$ cat src/hdl/ast_pkg.sv
// package: register map, field positions, reset values and state types of the serial transceiver
package ast_pkg;
   // register addresses
   localparam logic [15:0] ADDR_MODE = 16'hff70;
   localparam logic [15:0] ADDR_BAUD = 16'hff71;
   localparam logic [15:0] ADDR_DATA = 16'hff72;
   localparam logic [15:0] ADDR_ERR = 16'hff73;
   // reset values and baud write mask
   localparam logic [7:0] MODE_RESET = 8'h01;
   localparam logic [7:0] BAUD_RESET = 8'h1f;
   localparam logic [7:0] BAUD_MASK = 8'hdf;
   localparam logic [7:0] HOLD_RESET = 8'hff;
   localparam logic [7:0] TXS_RESET = 8'hff;
   localparam logic [2:0] ERR_RESET = 3'h0;
   localparam logic [1:0] SYNC_RESET = 2'h3;
   // line_mode_reg fields
   localparam int POWER_BIT = 7;
   localparam int TXE_BIT = 6;
   localparam int RXE_BIT = 5;
   localparam int PS_HI_BIT = 4;
   localparam int PS_LO_BIT = 3;
   localparam int CL_BIT = 2;
   localparam int SL_BIT = 1;
   // rx_error_reg fields
   localparam int PE_BIT = 2;
   localparam int FE_BIT = 1;
   localparam int OVE_BIT = 0;
   // baud_divider_reg fields
   localparam int SEL_HI_BIT = 7;
   localparam int SEL_LO_BIT = 6;
   localparam int K_MSB = 4;
   localparam logic [4:0] K_MIN = 5'h08;
   // base clock prescaler: last count of ref_clk/2, /8, /32
   localparam logic [1:0] SEL_EXT = 2'h0;
   localparam logic [1:0] SEL_DIV2 = 2'h1;
   localparam logic [1:0] SEL_DIV8 = 2'h2;
   localparam logic [4:0] PRE_LAST_2 = 5'h01;
   localparam logic [4:0] PRE_LAST_8 = 5'h07;
   localparam logic [4:0] PRE_LAST_32 = 5'h1f;
   // last data bit index for 7 and 8 bit characters
   localparam logic [2:0] LAST_BIT_7 = 3'h6;
   localparam logic [2:0] LAST_BIT_8 = 3'h7;

   typedef enum logic [1:0] {
      PAR_NONE = 2'h0,
      PAR_ZERO = 2'h1,
      PAR_ODD = 2'h2,
      PAR_EVEN = 2'h3
   } ast_par_t;

   typedef enum logic [4:0] {
      TX_IDLE = 5'h01,
      TX_START = 5'h02,
      TX_DATA = 5'h04,
      TX_PAR = 5'h08,
      TX_STOP = 5'h10
   } ast_tx_state_t;

   typedef enum logic [4:0] {
      RX_IDLE = 5'h01,
      RX_START = 5'h02,
      RX_DATA = 5'h04,
      RX_PAR = 5'h08,
      RX_STOP = 5'h10
   } ast_rx_state_t;

   typedef struct packed {
      logic meta;
      logic level;
   } ast_sync_state_t;

   typedef struct packed {
      logic [4:0] pre_cnt;
      logic ext_prev;
      logic tick;
   } ast_baud_state_t;

   typedef struct packed {
      logic [7:0] line_mode_reg;
      logic [7:0] baud_divider_reg;
      logic [7:0] tx_shifter_reg;
      logic [7:0] rx_holding_reg;
      logic [2:0] rx_error_reg;
      logic unread;
      logic [7:0] rd_data;
      logic tx_run;
      logic rx_run;
      ast_tx_state_t tx_st;
      logic [5:0] tx_cnt;
      logic [2:0] tx_bit;
      logic [7:0] tx_sh;
      logic tx_par;
      logic tx_more_stop;
      logic tx_out;
      logic tx_done_irq;
      ast_rx_state_t rx_st;
      logic [5:0] rx_cnt;
      logic [2:0] rx_bit;
      logic [7:0] rx_shifter;
      logic rx_par;
      logic rx_pe;
      logic rx_done_irq;
      logic err_irq;
   } ast_top_state_t;
endpackage : ast_pkg

$ cat src/hdl/ast_sync.sv
// two flip-flop synchroniser for a pin level
module ast_sync
   import ast_pkg::*;
(
   // clock and reset
   input wire logic ref_clk,
   input wire logic reset_n,
   // level
   input wire logic async_in,
   output logic sync_out
);
   ast_sync_state_t s;
   ast_sync_state_t next_s;

   always_comb begin
      next_s.meta = async_in;
      next_s.level = s.meta;
   end

   always_ff @(posedge ref_clk) begin
      if (!reset_n) begin
         s <= SYNC_RESET;
      end else begin
         s <= next_s;
      end
   end

   assign sync_out = s.level;
endmodule : ast_sync

$ cat src/hdl/ast_baud.sv
// base clock prescaler: one-cycle base tick enable, stopped while the unit is powered down
module ast_baud
   import ast_pkg::*;
(
   // clock and reset
   input wire logic ref_clk,
   input wire logic reset_n,
   // control
   input wire logic run,
   input wire logic [1:0] clk_sel,
   input wire logic ext_level,
   // tick
   output logic base_tick
);
   ast_baud_state_t s;
   ast_baud_state_t next_s;
   logic [4:0] pre_last;

   always_comb begin
      next_s = s;
      next_s.tick = 1'b0;
      next_s.ext_prev = ext_level;
      pre_last = PRE_LAST_32;
      if (clk_sel == SEL_DIV2) begin
         pre_last = PRE_LAST_2;
      end else if (clk_sel == SEL_DIV8) begin
         pre_last = PRE_LAST_8;
      end
      // powered down: the base clock is held still
      if (!run) begin
         next_s.pre_cnt = '0;
      end else if (clk_sel == SEL_EXT) begin
         next_s.tick = ext_level & ~s.ext_prev;
      end else if (s.pre_cnt >= pre_last) begin
         next_s.pre_cnt = '0;
         next_s.tick = 1'b1;
      end else begin
         next_s.pre_cnt = s.pre_cnt + 5'h01;
      end
   end

   always_ff @(posedge ref_clk) begin
      if (!reset_n) begin
         s <= '0;
      end else begin
         s <= next_s;
      end
   end

   assign base_tick = s.tick;
endmodule : ast_baud

$ cat src/hdl/ast_top.sv
// asynchronous serial transceiver: registers, transmitter, receiver
// What this block does
// - power off resets unit, stops clock
// - powered off, serial input reads high
// - tx enable clear resets transmitter
// - rx enable clear resets receiver
// - zero parity never sets parity error
// - length bit picks 7 or 8 bits
// - stop bit picks one or two stops
// - receiver always expects one stop bit
// - low line at enable starts reception
// - enables sampled on base clock tick
// - transmit write starts frame, lsb first
// - received char copied, 7-bit msb zero
// - overrun keeps old holding contents
// - holding read-only, resets to all ones
// - tx shifter write-only, resets ones
// - error flags cleared by resets, rx off
// - parity and framing errors; read clears
// - overrun when new char ends, old unread
// - baud is base clock over 2k
//
// Local design decision: the plain strobed port.
module ast_top
   import ast_pkg::*;
(
   // clock and reset
   input wire logic ref_clk,
   input wire logic reset_n,
   // register port
   input wire logic [15:0] addr,
   input wire logic [7:0] wr_data,
   input wire logic wr_en,
   input wire logic rd_en,
   output logic [7:0] rd_data,
   // serial pins and external base clock source
   input wire logic serial_in_pin,
   input wire logic ext_timer_in,
   output logic serial_out_pin,
   // event pulses
   output logic tx_done_irq,
   output logic rx_done_irq,
   output logic err_irq
);
   ast_top_state_t s;
   ast_top_state_t next_s;
   logic rx_pin_sync;
   logic ext_sync;
   logic base_tick;
   logic power;
   logic rx_line;
   logic [4:0] k_val;
   logic [5:0] bit_last;
   logic [5:0] half_last;
   logic char8;
   ast_par_t psel;
   logic tx_start;
   logic tx_active;
   logic rx_active;
   logic rx_finish;
   logic rx_overrun;
   logic rx_store;
   logic rd_err;
   logic rd_hold;
   logic [7:0] rx_char;

   // clamps k into its legal range; settings below 8 would give a runaway baud
   function automatic logic [4:0] k_of(input logic [7:0] baud);
      k_of = (baud[K_MSB:0] < K_MIN) ? K_MIN : baud[K_MSB:0];
   endfunction : k_of

   // parity bit to send for a character, given length and parity code
   function automatic logic par_of(input logic [7:0] d, input logic c8, input ast_par_t p);
      logic ones;
      ones = c8 ? ^d : ^d[LAST_BIT_7:0];
      unique case (p)
         PAR_ODD: par_of = ~ones;
         PAR_EVEN: par_of = ones;
         default: par_of = 1'b0;
      endcase
   endfunction : par_of

   ast_sync u_rx_sync (
      .ref_clk(ref_clk),
      .reset_n(reset_n),
      .async_in(serial_in_pin),
      .sync_out(rx_pin_sync)
   );

   ast_sync u_ext_sync (
      .ref_clk(ref_clk),
      .reset_n(reset_n),
      .async_in(ext_timer_in),
      .sync_out(ext_sync)
   );

   // base clock only runs while powered
   ast_baud u_baud (
      .ref_clk(ref_clk),
      .reset_n(reset_n),
      .run(power),
      .clk_sel(s.baud_divider_reg[SEL_HI_BIT:SEL_LO_BIT]),
      .ext_level(ext_sync),
      .base_tick(base_tick)
   );

   assign power = s.line_mode_reg[POWER_BIT];
   assign rx_line = power ? rx_pin_sync : 1'b1;
   assign k_val = k_of(s.baud_divider_reg);
   assign bit_last = {k_val - 5'h01, 1'b1};
   assign half_last = {1'b0, k_val - 5'h01};
   assign char8 = s.line_mode_reg[CL_BIT];
   assign psel = ast_par_t'(s.line_mode_reg[PS_HI_BIT:PS_LO_BIT]);
   assign tx_active = s.tx_run && power;
   assign rx_active = s.rx_run && power;
   assign tx_start = wr_en && addr == ADDR_DATA && tx_active && s.tx_st == TX_IDLE;
   assign rd_err = rd_en && addr == ADDR_ERR;
   assign rd_hold = rd_en && addr == ADDR_DATA;
   assign rx_finish = rx_active && base_tick && s.rx_st == RX_STOP && s.rx_cnt == bit_last;
   // a read in the same cycle frees the holding register, so no overrun then
   assign rx_overrun = rx_finish && s.unread && !rd_hold;
   assign rx_store = rx_finish && !rx_overrun;
   assign rx_char = char8 ? s.rx_shifter : {1'b0, s.rx_shifter[7:1]};

   always_comb begin
      next_s = s;
      next_s.rd_data = '0;
      next_s.tx_done_irq = 1'b0;
      next_s.rx_done_irq = 1'b0;
      next_s.err_irq = 1'b0;
      // register writes and reads
      if (wr_en && addr == ADDR_MODE) begin
         next_s.line_mode_reg = wr_data;
      end
      if (wr_en && addr == ADDR_BAUD) begin
         next_s.baud_divider_reg = wr_data & BAUD_MASK;
      end
      if (rd_en) begin
         unique case (addr)
            ADDR_MODE: next_s.rd_data = s.line_mode_reg;
            ADDR_BAUD: next_s.rd_data = s.baud_divider_reg;
            ADDR_DATA: next_s.rd_data = s.rx_holding_reg;
            ADDR_ERR: next_s.rd_data = {5'h00, s.rx_error_reg};
            default: next_s.rd_data = '0;
         endcase
      end
      // clears first, so an error raised in this same cycle survives
      if (rd_err) begin
         next_s.rx_error_reg = ERR_RESET;
      end
      if (rd_hold) begin
         next_s.unread = 1'b0;
      end
      // enables take effect on a base clock tick only
      if (base_tick) begin
         next_s.tx_run = power && s.line_mode_reg[TXE_BIT];
         next_s.rx_run = power && s.line_mode_reg[RXE_BIT];
      end

      // transmitter
      if (!tx_active) begin
         next_s.tx_st = TX_IDLE;
         next_s.tx_out = 1'b1;
         next_s.tx_cnt = '0;
         next_s.tx_shifter_reg = TXS_RESET;
      end else if (tx_start) begin
         next_s.tx_shifter_reg = wr_data;
         next_s.tx_sh = wr_data;
         next_s.tx_par = par_of(wr_data, char8, psel);
         next_s.tx_st = TX_START;
         next_s.tx_out = 1'b0;
         next_s.tx_cnt = '0;
      end else if (base_tick && s.tx_st != TX_IDLE) begin
         if (s.tx_cnt != bit_last) begin
            next_s.tx_cnt = s.tx_cnt + 6'h01;
         end else begin
            next_s.tx_cnt = '0;
            unique case (s.tx_st)
               TX_START: begin
                  next_s.tx_st = TX_DATA;
                  next_s.tx_bit = '0;
                  next_s.tx_out = s.tx_sh[0];
                  next_s.tx_sh = s.tx_sh >> 1;
               end
               TX_DATA: begin
                  if (s.tx_bit == (char8 ? LAST_BIT_8 : LAST_BIT_7)) begin
                     if (psel != PAR_NONE) begin
                        next_s.tx_st = TX_PAR;
                        next_s.tx_out = s.tx_par;
                     end else begin
                        next_s.tx_st = TX_STOP;
                        next_s.tx_out = 1'b1;
                        next_s.tx_more_stop = s.line_mode_reg[SL_BIT];
                     end
                  end else begin
                     next_s.tx_bit = s.tx_bit + 3'h1;
                     next_s.tx_out = s.tx_sh[0];
                     next_s.tx_sh = s.tx_sh >> 1;
                  end
               end
               TX_PAR: begin
                  next_s.tx_st = TX_STOP;
                  next_s.tx_out = 1'b1;
                  next_s.tx_more_stop = s.line_mode_reg[SL_BIT];
               end
               TX_STOP: begin
                  if (s.tx_more_stop) begin
                     next_s.tx_more_stop = 1'b0;
                  end else begin
                     next_s.tx_st = TX_IDLE;
                     next_s.tx_done_irq = 1'b1;
                  end
               end
               default: begin
                  next_s.tx_st = TX_IDLE;
                  next_s.tx_out = 1'b1;
               end
            endcase
         end
      end

      // receiver
      if (!rx_active) begin
         next_s.rx_st = RX_IDLE;
         next_s.rx_cnt = '0;
         next_s.rx_error_reg = ERR_RESET;
      end else if (base_tick) begin
         if (s.rx_st == RX_IDLE) begin
            // no idle-high check: a line already low starts a character
            if (!rx_line) begin
               next_s.rx_st = RX_START;
               next_s.rx_cnt = '0;
            end
         end else if (s.rx_st == RX_START && s.rx_cnt != half_last) begin
            next_s.rx_cnt = s.rx_cnt + 6'h01;
         end else if (s.rx_st != RX_START && s.rx_cnt != bit_last) begin
            next_s.rx_cnt = s.rx_cnt + 6'h01;
         end else begin
            next_s.rx_cnt = '0;
            unique case (s.rx_st)
               RX_START: begin
                  // start bit sampled mid-bit; a glitch returns to idle
                  next_s.rx_st = rx_line ? RX_IDLE : RX_DATA;
                  next_s.rx_bit = '0;
                  next_s.rx_par = 1'b0;
               end
               RX_DATA: begin
                  next_s.rx_shifter = {rx_line, s.rx_shifter[7:1]};
                  next_s.rx_par = s.rx_par ^ rx_line;
                  next_s.rx_pe = 1'b0;
                  if (s.rx_bit == (char8 ? LAST_BIT_8 : LAST_BIT_7)) begin
                     next_s.rx_st = (psel != PAR_NONE) ? RX_PAR : RX_STOP;
                  end else begin
                     next_s.rx_bit = s.rx_bit + 3'h1;
                  end
               end
               RX_PAR: begin
                  next_s.rx_st = RX_STOP;
                  next_s.rx_pe = (psel == PAR_ODD && !(s.rx_par ^ rx_line)) ||
                     (psel == PAR_EVEN && (s.rx_par ^ rx_line));
               end
               RX_STOP: begin
                  // only the first stop bit is looked at
                  next_s.rx_st = RX_IDLE;
                  if (s.rx_pe) begin
                     next_s.rx_error_reg[PE_BIT] = 1'b1;
                  end
                  if (!rx_line) begin
                     next_s.rx_error_reg[FE_BIT] = 1'b1;
                  end
                  if (rx_overrun) begin
                     next_s.rx_error_reg[OVE_BIT] = 1'b1;
                  end else begin
                     next_s.rx_holding_reg = rx_char;
                     next_s.unread = 1'b1;
                     next_s.rx_done_irq = 1'b1;
                  end
                  next_s.err_irq = s.rx_pe || !rx_line || rx_overrun;
               end
               default: next_s.rx_st = RX_IDLE;
            endcase
         end
      end

      // unit powered down: enables, tx shifter, holding, error and unread flags reset
      if (!power) begin
         next_s.tx_run = 1'b0;
         next_s.rx_run = 1'b0;
         next_s.tx_shifter_reg = TXS_RESET;
         next_s.rx_holding_reg = HOLD_RESET;
         next_s.rx_error_reg = ERR_RESET;
         next_s.unread = 1'b0;
      end
   end

   always_ff @(posedge ref_clk) begin
      if (!reset_n) begin
         s <= '0;
         s.line_mode_reg <= MODE_RESET;
         s.baud_divider_reg <= BAUD_RESET;
         s.tx_shifter_reg <= TXS_RESET;
         s.rx_holding_reg <= HOLD_RESET;
         s.rx_error_reg <= ERR_RESET;
         s.tx_st <= TX_IDLE;
         s.rx_st <= RX_IDLE;
         s.tx_out <= 1'b1;
      end else begin
         s <= next_s;
      end
   end

   assign rd_data = s.rd_data;
   assign serial_out_pin = s.tx_out;
   assign tx_done_irq = s.tx_done_irq;
   assign rx_done_irq = s.rx_done_irq;
   assign err_irq = s.err_irq;
endmodule : ast_top

$ cat config.mk
export PLATFORM = sky130hd
export DESIGN_NAME = ast_top
export DESIGN_NICKNAME = d
export VERILOG_FILES = /design/src/hdl/ast_pkg.sv /design/src/hdl/ast_sync.sv /design/src/hdl/ast_baud.sv /design/src/hdl/ast_top.sv
export SDC_FILE = /design/constraint.sdc
export NUM_CORES = 1
export LEC_CHECK = 0
export BUFFER_PORTS_ARGS = -buffer_cell sky130_fd_sc_hd__buf_2
export CAP_MARGIN = 30
export CORE_MARGIN = 4
export CORE_UTILIZATION = 25
export CTS_CLUSTER_SIZE = 12
export DETAILED_ROUTE_END_ITERATION = 8
export GPL_TIMING_DRIVEN = 0
export PLACE_DENSITY = 0.38
export SLEW_MARGIN = 15
export SYNTH_ARGS = -nofsm -noshare
export SYNTH_HDL_FRONTEND = slang
export SYNTH_SLANG_ARGS = --single-unit
$ cat constraint.sdc
create_clock -name ref_clk -period 4.69 [get_ports ref_clk]
set_clock_uncertainty 0.05 [all_clocks]
set_input_delay 0.938 -clock ref_clk [delete_from_list [all_inputs] [get_ports ref_clk]]
set_output_delay 0.938 -clock ref_clk [all_outputs]
set_load 0.005 [all_outputs]
-- Word level (Yosys, flattened, before mapping)
Index checks and enable logic that the tools add are counted.
- logic and storage cells: 217
- bits in registers: 100
- equality and inequality tests: 40
- reduce and logical (&&, ||, !) cells: 59
- $add $sub $neg: 6
- magnitude comparators: 2
- muxes and demuxes: 61
- bitwise logic cells: 17
- operators by type and width (operator ; number):
    $eq 16x16->1 const B ; 4
    $mux 5 ; 10
    $mux 11 ; 4
    $pmux 8 s4 ; 1
    $mux 8 ; 3
    $reduce_and 6->1 ; 4
    $pmux 11 s2 ; 1
    $logic_and 1x1->1 ; 21
    $reduce_and 7->1 ; 3
    $mux 4 ; 5
    $ne 2x2->1 const B ; 10
    $pmux 5 s4 ; 1
    $mux 1 ; 19
    $mux 19 ; 1
    $mux 6 ; 3
    $not 1->1 ; 15
    $pmux 5 s3 ; 1
    $add 6x1->6 const B ; 2
    $ne 3x3->1 const B ; 4
    $ne 6x6->1 ; 2
    $reduce_and 2->1 ; 6
    $eq 5x1->1 const B ; 2
    $eq 5x2->1 const B ; 2
    $eq 5x3->1 const B ; 2
    34 further kinds ; 59

-- Depth between registers and ports, before layout
Gate-level depths: netlist of run 1.
- word-level depth: 14
- depth in mapped cells: 11
- depth with buffers taken out: 10

-- By module
A second synthesis of run 1 with hierarchy kept.
- cell total of the unflattened synthesis: 596
- area total of the unflattened synthesis: 5280.1 µm²
- by module, submodules not included (module ; seq. area each (µm²) ; cells each ; area an instance (µm²) ; instances):
    ast_top ; 1781.7 ; 544 ; 4749.6 ; 1
    ast_baud ; 140.1 ; 44 ; 425.4 ; 1
    ast_sync ; 40.0 ; 4 ; 52.6 ; 2

-- Least setup slack after synthesis of run 1
Ideal clock, no wire load.
- path type: input to register
- start: input port addr[3]
- end: register s[47] in the netlist's numbering
- buffers on the path: 2
- path slack: 1.770 ns
- data arrival time: 2.791 ns
- stages: 9
- library setup time: 0.079 ns
- path through: or2_2 -> nor4_2 -> nand2_1 -> or4_1 -> clkbuf_1 -> buf_2 -> a21oi_1 -> o211ai_1 -> o211ai_1
- longest elaborated chain between the ends: 6
- ends and longest elaborated chain (item ; line ; text):
    from (decl) ; ast_top.sv:31 ; input wire logic [15:0] addr,
    $eq 16x16->1 (*) ; ast_top.sv:116 ; assign tx_start = wr_en && addr == ADDR_DATA && tx_active && s.tx_st == TX_IDLE;
    $logic_and 1x1->1 (*) (3 in a row) ; ast_top.sv:116 ;
    $ne 3x3->1 (no source line), or another cell as far along ; n/a ;
    $reduce_and 4->1 (no source line) ; n/a ;
    to (signal assigned) ; ast_top.sv:308 ; s <= next_s;
    to (decl) ; ast_top.sv:45 ; ast_top_state_t s;
Mark *: on every way between the ends. The rest lies on a longest branch, timed or not.
A chain may end at the register's enable or synchronous reset.

-- Worst setup path after layout of run 1
- start: register s[86] in the netlist's numbering
- end: register s[10] in the netlist's numbering
- longest elaborated chain between the ends: 7
- ends and longest elaborated chain (item ; line ; text):
    $lt 5x4->1 ; ast_top.sv:69 ; k_of = (baud[K_MSB:0] < K_MIN) ? K_MIN : baud[K_MSB:0];
    $mux 5 (*) ; ast_top.sv:69 ;
    $sub 5x1->5 (*) ; ast_top.sv:110, ast_top.sv:111 ;
    $ne 6x6->1 / $ne 6x5->1 (equally long branches) ; ast_top.sv:236, ast_top.sv:234 ;
    $logic_and 1x1->1, on equally long branches ; ast_top.sv:236, ast_top.sv:234 ;
    $not 1->1 (no source line) ; n/a ;
    $reduce_and 6->1 (no source line) (*) ; n/a ;
Marked as above.

==> results of run 1 <==
-- layer usage --
metal  vias to the layer above  global-route usage, %  routed length [um]
met4                         0                   5.13                 331
met2                       111                   20.1                6870
met1                      2140                   17.8                7270
met3                        23                   2.06                 618
met5                         -                      0                   0
li1                       2241                      -                   -
-- sequential cells by signal, summed over array words and instances, names as in the netlist --
name and flops:
rx_done_irq 1, u_rx_sync.next_s 1, power 1, s 73, char8 1, tx_done_irq 1
u_ext_sync.next_s 1, err_irq 1, u_ext_sync.sync_out 1, u_baud.s 6, psel 2, u_rx_sync.sync_out 1
u_baud.base_tick 1, serial_out_pin 1, rd_data 8
-- layout make-up --
class | instances | area (um2) | share of cell area (%)
multi-input combinational | 457 | 3020 | 49.2
sequential | 100 | 2000 | 32.6
tap | 270 | 338 | 5.50
clock buffer | 13 | 280 | 4.57
buffer | 41 | 216 | 3.53
timing repair buffer | 40 | 200 | 3.26
clock inverter | 3 | 42.5 | 0.693
inverter | 10 | 37.5 | 0.612
-- worst max-delay path: cells and delay by family (launching register included) --
| kind | cells | cell delay (ns) |
|---|---|---|
| XOR/XNOR | 1 | 0.15 |
| adder cells (fa/ha/maj) | 1 | 0.39 |
| AO/OA/AOI/OAI | 4 | 0.66 |
| AND/OR/NAND/NOR | 2 | 0.85 |
| flip-flops | 1 | 0.36 |
| buffers and inverters | 2 | 0.51 |
-- power groups by stage --
stage | Combinational (mW) | Clock [mW] | Sequential (mW)
floorplan | 0.0321 | 0 | 0.871
global placement | 0.0593 | 0 | 0.871
detailed placement | 0.0598 | 0 | 0.871
CTS | 0.0600 | 0.839 | 0.851
global route | 0.0650 | 0.872 | 0.851
finish | 0.0588 | 0.810 | 0.851
-- cell usage in the layout, fill, tap and decap left out, types with 3 or more instances in the layout --
| master | netlist | final |
|---|---|---|
| a31oi_1 | 5 | 5 |
| clkbuf_16 | 0 | 9 |
| o211ai_1 | 4 | 4 |
| nand2_1 | 53 | 53 |
| xor2_1 | 14 | 14 |
| and3_1 | 11 | 11 |
| o21ai_0 | 25 | 25 |
| buf_4 | 9 | 9 |
| buf_6 | 3 | 3 |
| a21oi_1 | 32 | 32 |
| nand4_1 | 7 | 7 |
| buf_2 | 5 | 45 |
| inv_1 | 9 | 9 |
| nor4_1 | 4 | 4 |
| nor2b_1 | 17 | 17 |
| nand3_1 | 19 | 19 |
| nor3b_1 | 4 | 4 |
| nor3_1 | 9 | 9 |
| o22ai_1 | 5 | 5 |
| clkbuf_8 | 0 | 4 |
| and2_1 | 7 | 7 |
| ha_1 | 12 | 12 |
| nand3b_1 | 6 | 6 |
| mux4_2 | 3 | 3 |
| nand2b_1 | 10 | 10 |
| a211oi_1 | 14 | 14 |
| nand4b_1 | 5 | 5 |
| a21boi_0 | 3 | 3 |
| mux2i_1 | 45 | 45 |
| nor2_1 | 76 | 76 |
| xnor2_1 | 24 | 24 |
| dfxtp_1 | 100 | 100 |
| clkbuf_1 | 24 | 24 |
-- path summary, 6_finish.rpt --
| kind | to | slack, ns |
|---|---|---|
| max | s[10]$_SDFFE_PN0P_ | 1.60 |
| min | u_ext_sync.sync_out$_SDFF_PN1_ | 0.37 |
| max reg2reg | s[10]$_SDFFE_PN0P_ | 1.60 |
| min reg2reg | u_ext_sync.sync_out$_SDFF_PN1_ | 0.37 |
-- metrics by stage --
stage | area (um2) | cells | util, % | worst slack [ns] | hold slack, ns
after floorplan | 5280 | 608 | - | 1.77 | 0.336
after global placement | 5810 | 918 | 28.4 | 1.21 | 0.356
after detailed placement | 5810 | 918 | 28.4 | 1.18 | 0.352
after CTS | 6140 | 934 | 29.9 | 1.56 | 0.377
after global routing | 6140 | 934 | 29.9 | 1.30 | 0.388
final | 6140 | 934 | 29.9 | 1.60 | 0.366
-- logic make-up (layout without fill, tap and decap cells) --
kind of cell / Yosys count / after routing
simple gates: 246 / 246
fa+ha+maj: 12 / 12
compound gates: 113 / 113
xor+xnor: 38 / 38
buf+inv: 51 / 107
flops: 100 / 100
mux: 48 / 48
==> impl_metrics.csv, run 1 <==
group,metric,value,unit
sta,clock.fmax,323,MHz
synthesis,synth_top_family_by_area,"simple AND/OR/NAND/NOR gates",
worst_setup_path,crit_chain,"buf_2 -> o21ai_2 -> ha_1 -> xnor2_1 -> or4_4 -> nor3_4 -> o211ai_1 -> clkbuf_1 -> o21ai_0 -> a21oi_1",
placement,gp_congestion,0.801,
floorplan,rows,52,
synthesis,yosys_register_bits,100,
synthesis,ys_seq_area_share,37.9,%
placement,port_buffers,40,
sta,rsz0062_at_grt,"false",
sta,tightest_slew,0.733,ns
worst_hold_path,hold_depth,1,
synthesis,synthAdderAreaFrac,2.85,%
floorplan,dieArea,23500,um2
floorplan,core,20500,um2
layout,fin_nets,701,
cts,postCtsResizedCells,0,
worst_setup_path,slowest_delay,0.56,ns
layout,drive_gt1_share,13.7,%
cts,ctsHoldBuffers,0,
power_and_ir_drop,power.total,1.72,mW
worst_setup_path,cp_slowest_cell,"or4_4",
floorplan,die_h,153,um
worst_hold_path,hold_start,"u_ext_sync.next_s[0]$_SDFF_PN1_",
route,drt_iter0_drc,305,
floorplan,die_w,153,um
route,ant_nets,0,
global_route,grt_start_max_net_pins,16,
worst_setup_path,crit_start,"s[86]$_SDFFE_PN1P_",
cts,clock-sinks,100,
synthesis,yosys-top-cells-area,"dfxtp_1 (38%), mux2i_1 (8.5%), nor2_1 (5.4%), xnor2_1 (4.0%), nand2_1 (3.8%)",
worst_hold_path,min_path_type,"reg -> reg",
power_and_ir_drop,internal_power,1.35,mW
layout,diodes,0,
cts,insertion_delay,0.35,ns
layout,fillers,2184,
worst_setup_path,crit_required,4.86,ns
job,maxCapViolations,0,
synthesis,synth_nets,650,
synthesis,yosys.area_share.simple,24.3,%
synthesis,syn_area,5280,um2
synthesis,synth.most_common_cell,"dfxtp_1",
sta,hold_viol,0,
global_route,grt_pass1_wl,24200,um
run_status,status,"finished, final reports clean",
global_route,antenna_found_initial,0,
global_route,overflow,0,
cts,post_cts_buffers,0,
power_and_ir_drop,p_clk_share,47.1,%
sta,fin_crit,3.09,ns
route,wl_per_cell,16.2,um
power_and_ir_drop,sequentialPowerShare,49.5,%
sta,period_share,65.9,%
route,routed-via-count,4515,
route,dr.pass1.iters,4,
route,totalWireLength,15100,um
power_and_ir_drop,sw_frac_of_total,21.7,%
cts,root_buffer,"clkbuf_16",
synthesis,synthMuxAreaShare,9.82,%
worst_setup_path,endpoint_kind,"register",
worst_setup_path,cp_max_fo,10,
synthesis,async_flop_share,0,%
route,drc_errors,0,
synthesis,synthXorXnorAreaFrac,6.31,%
synthesis,synthFlopType,"dfxtp_1",
power_and_ir_drop,power_frac_comb,3.4,%
cts,cts_made_buffers,9,
cts,cts_tree,"yes",
sta,setup-tns-final,0,ns
cts,clockBufferDepth,2,
floorplan,initial_utilization,25.7,%
worst_setup_path,worstSetupStartpointType,"register",
sta,slew_violations,0,
synthesis,synth_top_cell_by_area,"dfxtp_1",
worst_setup_path,r2r_start,"s[86]$_SDFFE_PN1P_",
worst_setup_path,critPathKind,"reg -> reg",
worst_setup_path,crit_arrival,3.26,ns
synthesis,synthTopCellsByCount,"dfxtp_1 (100), nor2_1 (76), nand2_1 (53)",
synthesis,postSynthAreaPerCell,8.68,um2
sta,setup_viol,0,
cts,clkTransAtPathRegs,0.07,ns
synthesis,synth_top_area_share,37.9,%
global_route,grt_pass1_vias,4321,
power_and_ir_drop,p_per_area,280,nW/um2
power_and_ir_drop,p_switching,0.372,mW
layout,area_delta_synth_final,16.3,%
floorplan,ioPinCount,42,
sta,max-slew-margin-rel,51.1,%
placement,dp_hpwl,11500,um
power_and_ir_drop,power.leakage,2.41,nW
route,vias_per_cell,4.83,
synthesis,synth_cells,608,
synthesis,synth_edf_count,0,
power_and_ir_drop,ir_drop,0.167,mV
cts,cts_max_level,3,
synthesis,synth_cell_type_count,66,
worst_setup_path,r2r_cells,10,
synthesis,synth_compound_area_share,13.9,%
global_route,track_usage,12.9,%
synthesis,yosysWarnings,0,
(Power assumes the default switching activity.)
==> run 2, diff against run 1 <==
--- a/config.mk
+++ b/config.mk
@@ -12,7 +12,7 @@
 export CTS_CLUSTER_SIZE = 12
 export DETAILED_ROUTE_END_ITERATION = 8
 export GPL_TIMING_DRIVEN = 0
-export PLACE_DENSITY = 0.38
+export PLACE_DENSITY = 0.39
 export SLEW_MARGIN = 15
 export SYNTH_ARGS = -nofsm -noshare
 export SYNTH_HDL_FRONTEND = slang
==> constraint.sdc (replaced) <==
create_clock -name ref_clk -period 2.6 [get_ports ref_clk]
set_clock_uncertainty 0.05 [all_clocks]
set_input_delay 0.52 -clock ref_clk [delete_from_list [all_inputs] [get_ports ref_clk]]
set_output_delay 0.52 -clock ref_clk [all_outputs]
set_load 0.005 [all_outputs]
==> run 2 against run 1 <==
- the run now ends with negative setup slack left
- critical path type unchanged
- non-clock buffer count up 25
- routed wire length rose by 4.2%
- flip-flop and latch count unchanged
- die area unchanged
- maximum frequency increased by 16%
- sequential share of layout area fell by 1.9 points
- setup slack got worse by 1.7 ns
- register-to-register slack got worse by 1.7 ns
- first-iteration DRC count down 31%
- design area is 6.9% higher
==> impl_metrics.csv, run 2 (same netlist as run 1, synthesis figures left out) <==
group,metric,value,unit
worst_setup_path,cp_max_fo,5,
power_and_ir_drop,power_frac_comb,3.6,%
placement,dp_cells,918,
global_route,grt_pass1_vias,4552,
worst_setup_path,slowest_delay,0.33,ns
floorplan,rows,52,
cts,cts_tree,"yes",
worst_setup_path,cp_slowest_cell,"dfxtp_2",
sta,max-slew-margin-rel,49.7,%
layout,area_delta_synth_final,24.3,%
cts,root_buffer,"clkbuf_16",
cts,clock-sinks,100,
floorplan,die_h,153,um
cts,cts_max_level,3,
worst_hold_path,min_path_type,"in -> reg",
placement,gp_congestion,0.800,
placement,dp_hpwl,11500,um
run_status,violations,"negative setup slack",
worst_setup_path,cp_top_family,"simple AND/OR/NAND/NOR gates",
worst_setup_path,crit_arrival,2.87,ns
layout,layout.cells.most_common,"dfxtp_1",
sta,setup_viol,20,
sta,fin_crit,2.66,ns
power_and_ir_drop,ir_drop,0.300,mV
floorplan,dieArea,23500,um2
route,totalWireLength,15700,um
layout,drive_gt1_share,20.7,%
worst_setup_path,crit_chain,"buf_6 -> o21ai_4 -> ha_4 -> nor3b_4 -> buf_4 -> mux2i_4 -> nand2_1 -> nor3_4 -> or2_4 -> buf_6 -> nand4_1 -> a31oi_2",
global_route,track_usage,13.3,%
route,vias_per_cell,4.90,
sta,slew_violations,0,
layout,regMostFlops,"s",
run_status,status,"finished, violations left",
cts,insertion_delay,0.35,ns
floorplan,die_w,153,um
worst_setup_path,cp_common_cell,"buf_6",
power_and_ir_drop,power.leakage,2.63,nW
layout,finalNonFillerCells,955,
layout,fin_nets,726,
power_and_ir_drop,p_switching,0.652,mW
layout,largest_register_ffs,73,
global_route,grt_pass1_wl,25100,um
power_and_ir_drop,sw_frac_of_total,21.9,%
sta,rsz0062_at_grt,"true",
job,maxCapViolations,0,
worst_setup_path,crit_cells,12,
cts,cts_made_buffers,9,
worst_setup_path,r2r_cells,12,
power_and_ir_drop,internal_power,2.33,mW
cts,clkTransAtPathRegs,0.07,ns
sta,period_share,102,%
sta,tightest_slew,0.754,ns
global_route,antenna_found_initial,0,
worst_hold_path,hold_depth,2,
power_and_ir_drop,p_clk_share,45.1,%
power_and_ir_drop,p_per_area,455,nW/um2
layout,diodes,0,
global_route,grt_start_max_net_pins,15,
route,dr.pass1.iters,5,
sta,setup-tns-final,-0.675,ns
route,ant_nets,0,
power_and_ir_drop,sequentialPowerShare,51.4,%
floorplan,initial_utilization,25.7,%
global_route,overflow,0,
worst_setup_path,crit_required,2.80,ns
sta,worst_slack,-0.0626,ns
route,drt_iter0_drc,210,
worst_setup_path,critPathBufInv,3,
floorplan,core,20500,um2
worst_setup_path,critPathKind,"reg -> reg",
worst_setup_path,endpoint_kind,"register",
worst_setup_path,worstSetupStartpointType,"register",
route,wl_per_cell,16.5,um
layout,final_cell_mix,"dfxtp_1 (96), nor2_1 (75), nand2_1 (53)",
placement,port_buffers,40,
route,routed-via-count,4679,
route,drc_errors,0,
sta,clock.fmax,376,MHz
cts,clockBufferDepth,2,
sta,hold_viol,0,
floorplan,ioPinCount,42,
[run 2: changes by cell type in the layout (fill, tap and decap cells not counted), sizes merged]
cell / previous run / this run
clkinvlp: 1 / 0
clkbuf: 37 / 33
buf: 57 / 83
[run 2: cell type report]
| type | instances | area (um2) |
|---|---|---|
| sequential | 100 | 2010 |
| inverter | 10 | 37.5 |
| timing repair buffer | 66 | 439 |
| multi-input combinational | 457 | 3200 |
| clock buffer | 10 | 239 |
| clock inverter | 2 | 38.8 |
| fill | 2197 | 13900 |
| buffer | 40 | 253 |
| tap | 270 | 338 |
[run 2: final timing paths]
| check | start | endpoint | slack [ns] |
|---|---|---|---|
| min reg2reg | u_rx_sync.next_s[0]$_SDFF_PN1_ | u_rx_sync.sync_out$_SDFF_PN1_ | 0.36 |
| max reg2reg | s[86]$_SDFFE_PN1P_ | err_irq$_SDFF_PP0_ | -0.06 |
| min | serial_in_pin | u_rx_sync.next_s[0]$_SDFF_PN1_ | 0.30 |
| max | s[86]$_SDFFE_PN1P_ | err_irq$_SDFF_PP0_ | -0.06 |
[run 2: worst reg2reg max path: stages (launching register included)]
cell and delay [ns]:
dfxtp_2 0.33, buf_6 0.13, o21ai_4 0.17, ha_4 0.18, nor3b_4 0.19, buf_4 0.16
mux2i_4 0.23, nand2_1 0.11, nor3_4 0.26, or2_4 0.17, buf_6 0.12, nand4_1 0.19
a31oi_2 0.28
[run 2: repair_timing]
item | in CTS | in global routing
cloned | 2 | 1
setup buffers | 18 | 5
pin swaps | 23 | 20
resized for setup | 40 | 34
hold buffers | 0 | 0
setup endpoints to repair | 56 | 62
[run 2: power groups by stage]
stage / Combinational, mW / Sequential, mW / Clock [mW]
6_report: 0.106 / 1.53 / 1.34
5_1_grt: 0.118 / 1.53 / 1.45
4_1_cts: 0.108 / 1.53 / 1.40
3_5_place_dp: 0.107 / 1.57 / 0
3_3_place_gp: 0.106 / 1.57 / 0
2_1_floorplan: 0.0579 / 1.57 / 0
[run 2: routing by layer]
metal | GRT usage, % | vias to the layer above | share of wire (%)
li1 | - | 2297 | -
met1 | 18.5 | 2266 | 49
met2 | 21.1 | 95 | 46
met3 | 1.84 | 21 | 3.7
met4 | 4.67 | 0 | 1.9
met5 | 0 | - | 0
[run 2: through the flow]
| stage | hold WS (ns) | setup slack, ns | cell area [um2] | total power, mW | utilization, % |
|---|---|---|---|---|---|
| 6_report | 0.300 | -0.0626 | 6560 | 2.98 | 32.0 |
| 2_1_floorplan | 0.336 | 0.00835 | 5300 | 1.63 | - |
| 4_1_cts | 0.285 | -0.153 | 6380 | 3.04 | 31.1 |
| 5_1_grt | 0.305 | -0.214 | 6560 | 3.10 | 32.0 |
| 3_3_place_gp | 0.340 | -0.502 | 5840 | 1.68 | 28.5 |
| 3_5_place_dp | 0.350 | -0.532 | 5840 | 1.68 | 28.5 |
==> run 3, diff against run 2 <==
--- a/config.mk
+++ b/config.mk
@@ -13,6 +13,7 @@
 export DETAILED_ROUTE_END_ITERATION = 8
 export GPL_TIMING_DRIVEN = 0
 export PLACE_DENSITY = 0.39
+export RECOVER_POWER = 100
 export SLEW_MARGIN = 15
 export SYNTH_ARGS = -nofsm -noshare
 export SYNTH_HDL_FRONTEND = slang
==> run 3 against run 2 <==
- the flow still finishes with violations (negative setup slack)
- largest cell class unchanged
- final cell count did not move
- combinational power barely moved
- sequential share of layout area rose by 0.076 points
- total power barely moved
- design area fell by 0.25%
- flip-flop and latch count did not move
- global-route usage did not move
- maximum frequency fell by 0.23%
- via count fell by 0.32%
==> impl_metrics.csv, run 3 (same netlist as run 1, synthesis figures left out) <==
group,metric,value,unit
run_status,status,"finished, violations left",
run_status,violations,"negative setup slack",
power_and_ir_drop,power_frac_comb,3.5,%
floorplan,die_w,153,um
route,totalWireLength,15800,um
layout,largest_register_ffs,73,
worst_setup_path,worstSetupStartpointType,"register",
floorplan,die_h,153,um
sta,clock.fmax,375,MHz
sta,max-slew-margin-rel,51.0,%
global_route,grt_start_max_net_pins,15,
worst_setup_path,r2r_slack,-0.07,ns
placement,dp_cells,918,
worst_setup_path,reg2reg_to,"s[12]$_SDFFE_PN0P_",
worst_setup_path,crit_start,"s[86]$_SDFFE_PN1P_",
route,vias_per_cell,4.88,
sta,tightest_slew,0.734,ns
route,drc_errors,0,
power_and_ir_drop,ir_drop,0.300,mV
placement,post-place-ws,-0.532,ns
layout,fin_nets,726,
route,wl_per_cell,16.5,um
cts,cts_max_level,3,
sta,slew_violations,0,
global_route,track_usage,13.3,%
cts,clock-sinks,100,
power_and_ir_drop,internal_power,2.33,mW
worst_setup_path,critPathBufInv,3,
global_route,antenna_found_initial,0,
placement,gp_congestion,0.800,
power_and_ir_drop,p_switching,0.653,mW
floorplan,dieArea,23500,um2
floorplan,core,20500,um2
route,dr.pass1.iters,4,
layout,regMostFlops,"s",
power_and_ir_drop,p_per_area,456,nW/um2
layout,diodes,0,
global_route,overflow,0,
power_and_ir_drop,p_clk_share,45.1,%
placement,port_buffers,40,
cts,clockBufferDepth,2,
route,ant_nets,0,
sta,rsz0062_at_grt,"true",
cts,cts_tree,"yes",
sta,fin_crit,2.67,ns
worst_setup_path,cp_common_cell,"buf_4",
worst_setup_path,critPathKind,"reg -> reg",
layout,seq_area,2010,um2
layout,final_cell_mix,"dfxtp_1 (96), nor2_1 (75), nand2_1 (53)",
route,drt_iter0_drc,219,
power_and_ir_drop,power.leakage,2.59,nW
sta,period_share,103,%
cts,root_buffer,"clkbuf_16",
sta,hold_viol,0,
worst_setup_path,crit_chain,"buf_6 -> o21ai_4 -> ha_4 -> nor3b_4 -> buf_4 -> mux2i_4 -> nand2_1 -> nor3_4 -> o211ai_1 -> buf_4 -> o31a_1 -> o22ai_1",
sta,setup-tns-final,-0.728,ns
floorplan,rows,52,
power_and_ir_drop,sequentialPowerShare,51.4,%
worst_setup_path,cp_slowest_cell,"dfxtp_2",
sta,setup_viol,21,
placement,dp_hpwl,11500,um
power_and_ir_drop,sw_frac_of_total,21.9,%
worst_setup_path,crit_end,"s[12]$_SDFFE_PN0P_",
worst_setup_path,cp_top_family,"compound AO/OA/AOI/OAI gates",
worst_hold_path,min_path_type,"in -> reg",
worst_setup_path,endpoint_kind,"register",
job,maxCapViolations,0,
worst_setup_path,slowest_delay,0.33,ns
worst_setup_path,cp_max_fo,5,
cts,insertion_delay,0.35,ns
layout,area_delta_synth_final,24.0,%
worst_setup_path,crit_arrival,2.89,ns
global_route,grt_pass1_vias,4552,
worst_setup_path,r2r_cells,12,
cts,cts_made_buffers,9,
layout,layout.cells.most_common,"dfxtp_1",
cts,clkTransAtPathRegs,0.07,ns
power_and_ir_drop,power.total,2.98,mW
global_route,grt_pass1_wl,25100,um
layout,finalNonFillerCells,955,
floorplan,ioPinCount,42,
worst_setup_path,crit_cells,12,
layout,multi_input_area,3200,um2
sta,worst_slack,-0.0687,ns
worst_setup_path,crit_required,2.82,ns
floorplan,initial_utilization,25.7,%
layout,drive_gt1_share,19.1,%
route,routed-via-count,4664,
layout,fillers,2206,
worst_setup_path,r2r_start,"s[86]$_SDFFE_PN1P_",
==> run 3: changes by cell type in the layout (fill, tap and decap cells not counted), sizes merged <==
cell / previous run / this run
clkbuf: 33 / 46
buf: 83 / 70
==> run 3: repair_timing <==
item,4_1_cts,5_1_grt
setup buffers,18,5
gates resized for setup,40,34
pin swaps,23,20
endpoints found under the setup margin,56,62
hold buffers,0,0
cloned,2,1
hold endpoints to repair,0,0
==> run 3: layout make-up <==
| class | instances | area share, % |
|---|---|---|
| Multi-Input combinational cell | 457 | 48.9 |
| Timing Repair Buffer | 66 | 6.52 |
| Inverter | 10 | 0.574 |
| Clock inverter | 2 | 0.593 |
| Tap cell | 270 | 5.16 |
| Clock buffer | 10 | 3.65 |
| Sequential cell | 100 | 30.8 |
| Buffer | 40 | 3.86 |
==> run 3: power groups by stage <==
stage / sequential (mW) / clock, mW / combinational (mW)
2_1_floorplan: 1.57 / 0 / 0.0579
3_3_place_gp: 1.57 / 0 / 0.106
3_5_place_dp: 1.57 / 0 / 0.107
4_1_cts: 1.53 / 1.40 / 0.108
5_1_grt: 1.53 / 1.45 / 0.117
6_report: 1.53 / 1.35 / 0.106
==> run 3: how the worst min path moves through the flow <==
stage                                          startpoint  slack [ns]  depth (start not counted)                              to
after detailed placement   u_rx_sync.next_s[0]$_SDFF_PN1_        0.35                          1   u_rx_sync.sync_out$_SDFF_PN1_
after floorplan           u_ext_sync.next_s[0]$_SDFF_PN1_        0.34                          1  u_ext_sync.sync_out$_SDFF_PN1_
after CTS                                   serial_in_pin        0.29                          2  u_rx_sync.next_s[0]$_SDFF_PN1_
after global placement     u_rx_sync.next_s[0]$_SDFF_PN1_        0.34                          1   u_rx_sync.sync_out$_SDFF_PN1_
final                                       serial_in_pin        0.30                          2  u_rx_sync.next_s[0]$_SDFF_PN1_
after global routing                        serial_in_pin        0.31                          2  u_rx_sync.next_s[0]$_SDFF_PN1_
==> run 3: routing by layer <==
| metal | up-vias | global-route usage [%] | part of all wire [%] |
|---|---|---|---|
| met1 | 2275 | 18.5 | 49 |
| met4 | 0 | 4.67 | 1.7 |
| met2 | 78 | 21.1 | 46 |
| met3 | 17 | 1.84 | 3.7 |
| li1 | 2294 | - | - |
| met5 | - | 0 | 0 |
==> run 3: metrics by stage <==
step | utilization, % | area, um2 | hold slack, ns
global route | 31.9 | 6540 | 0.305
CTS | 31.1 | 6380 | 0.285
detailed placement | 28.5 | 5840 | 0.350
finish | 31.9 | 6540 | 0.300
floorplan | - | 5300 | 0.336
global placement | 28.5 | 5840 | 0.340
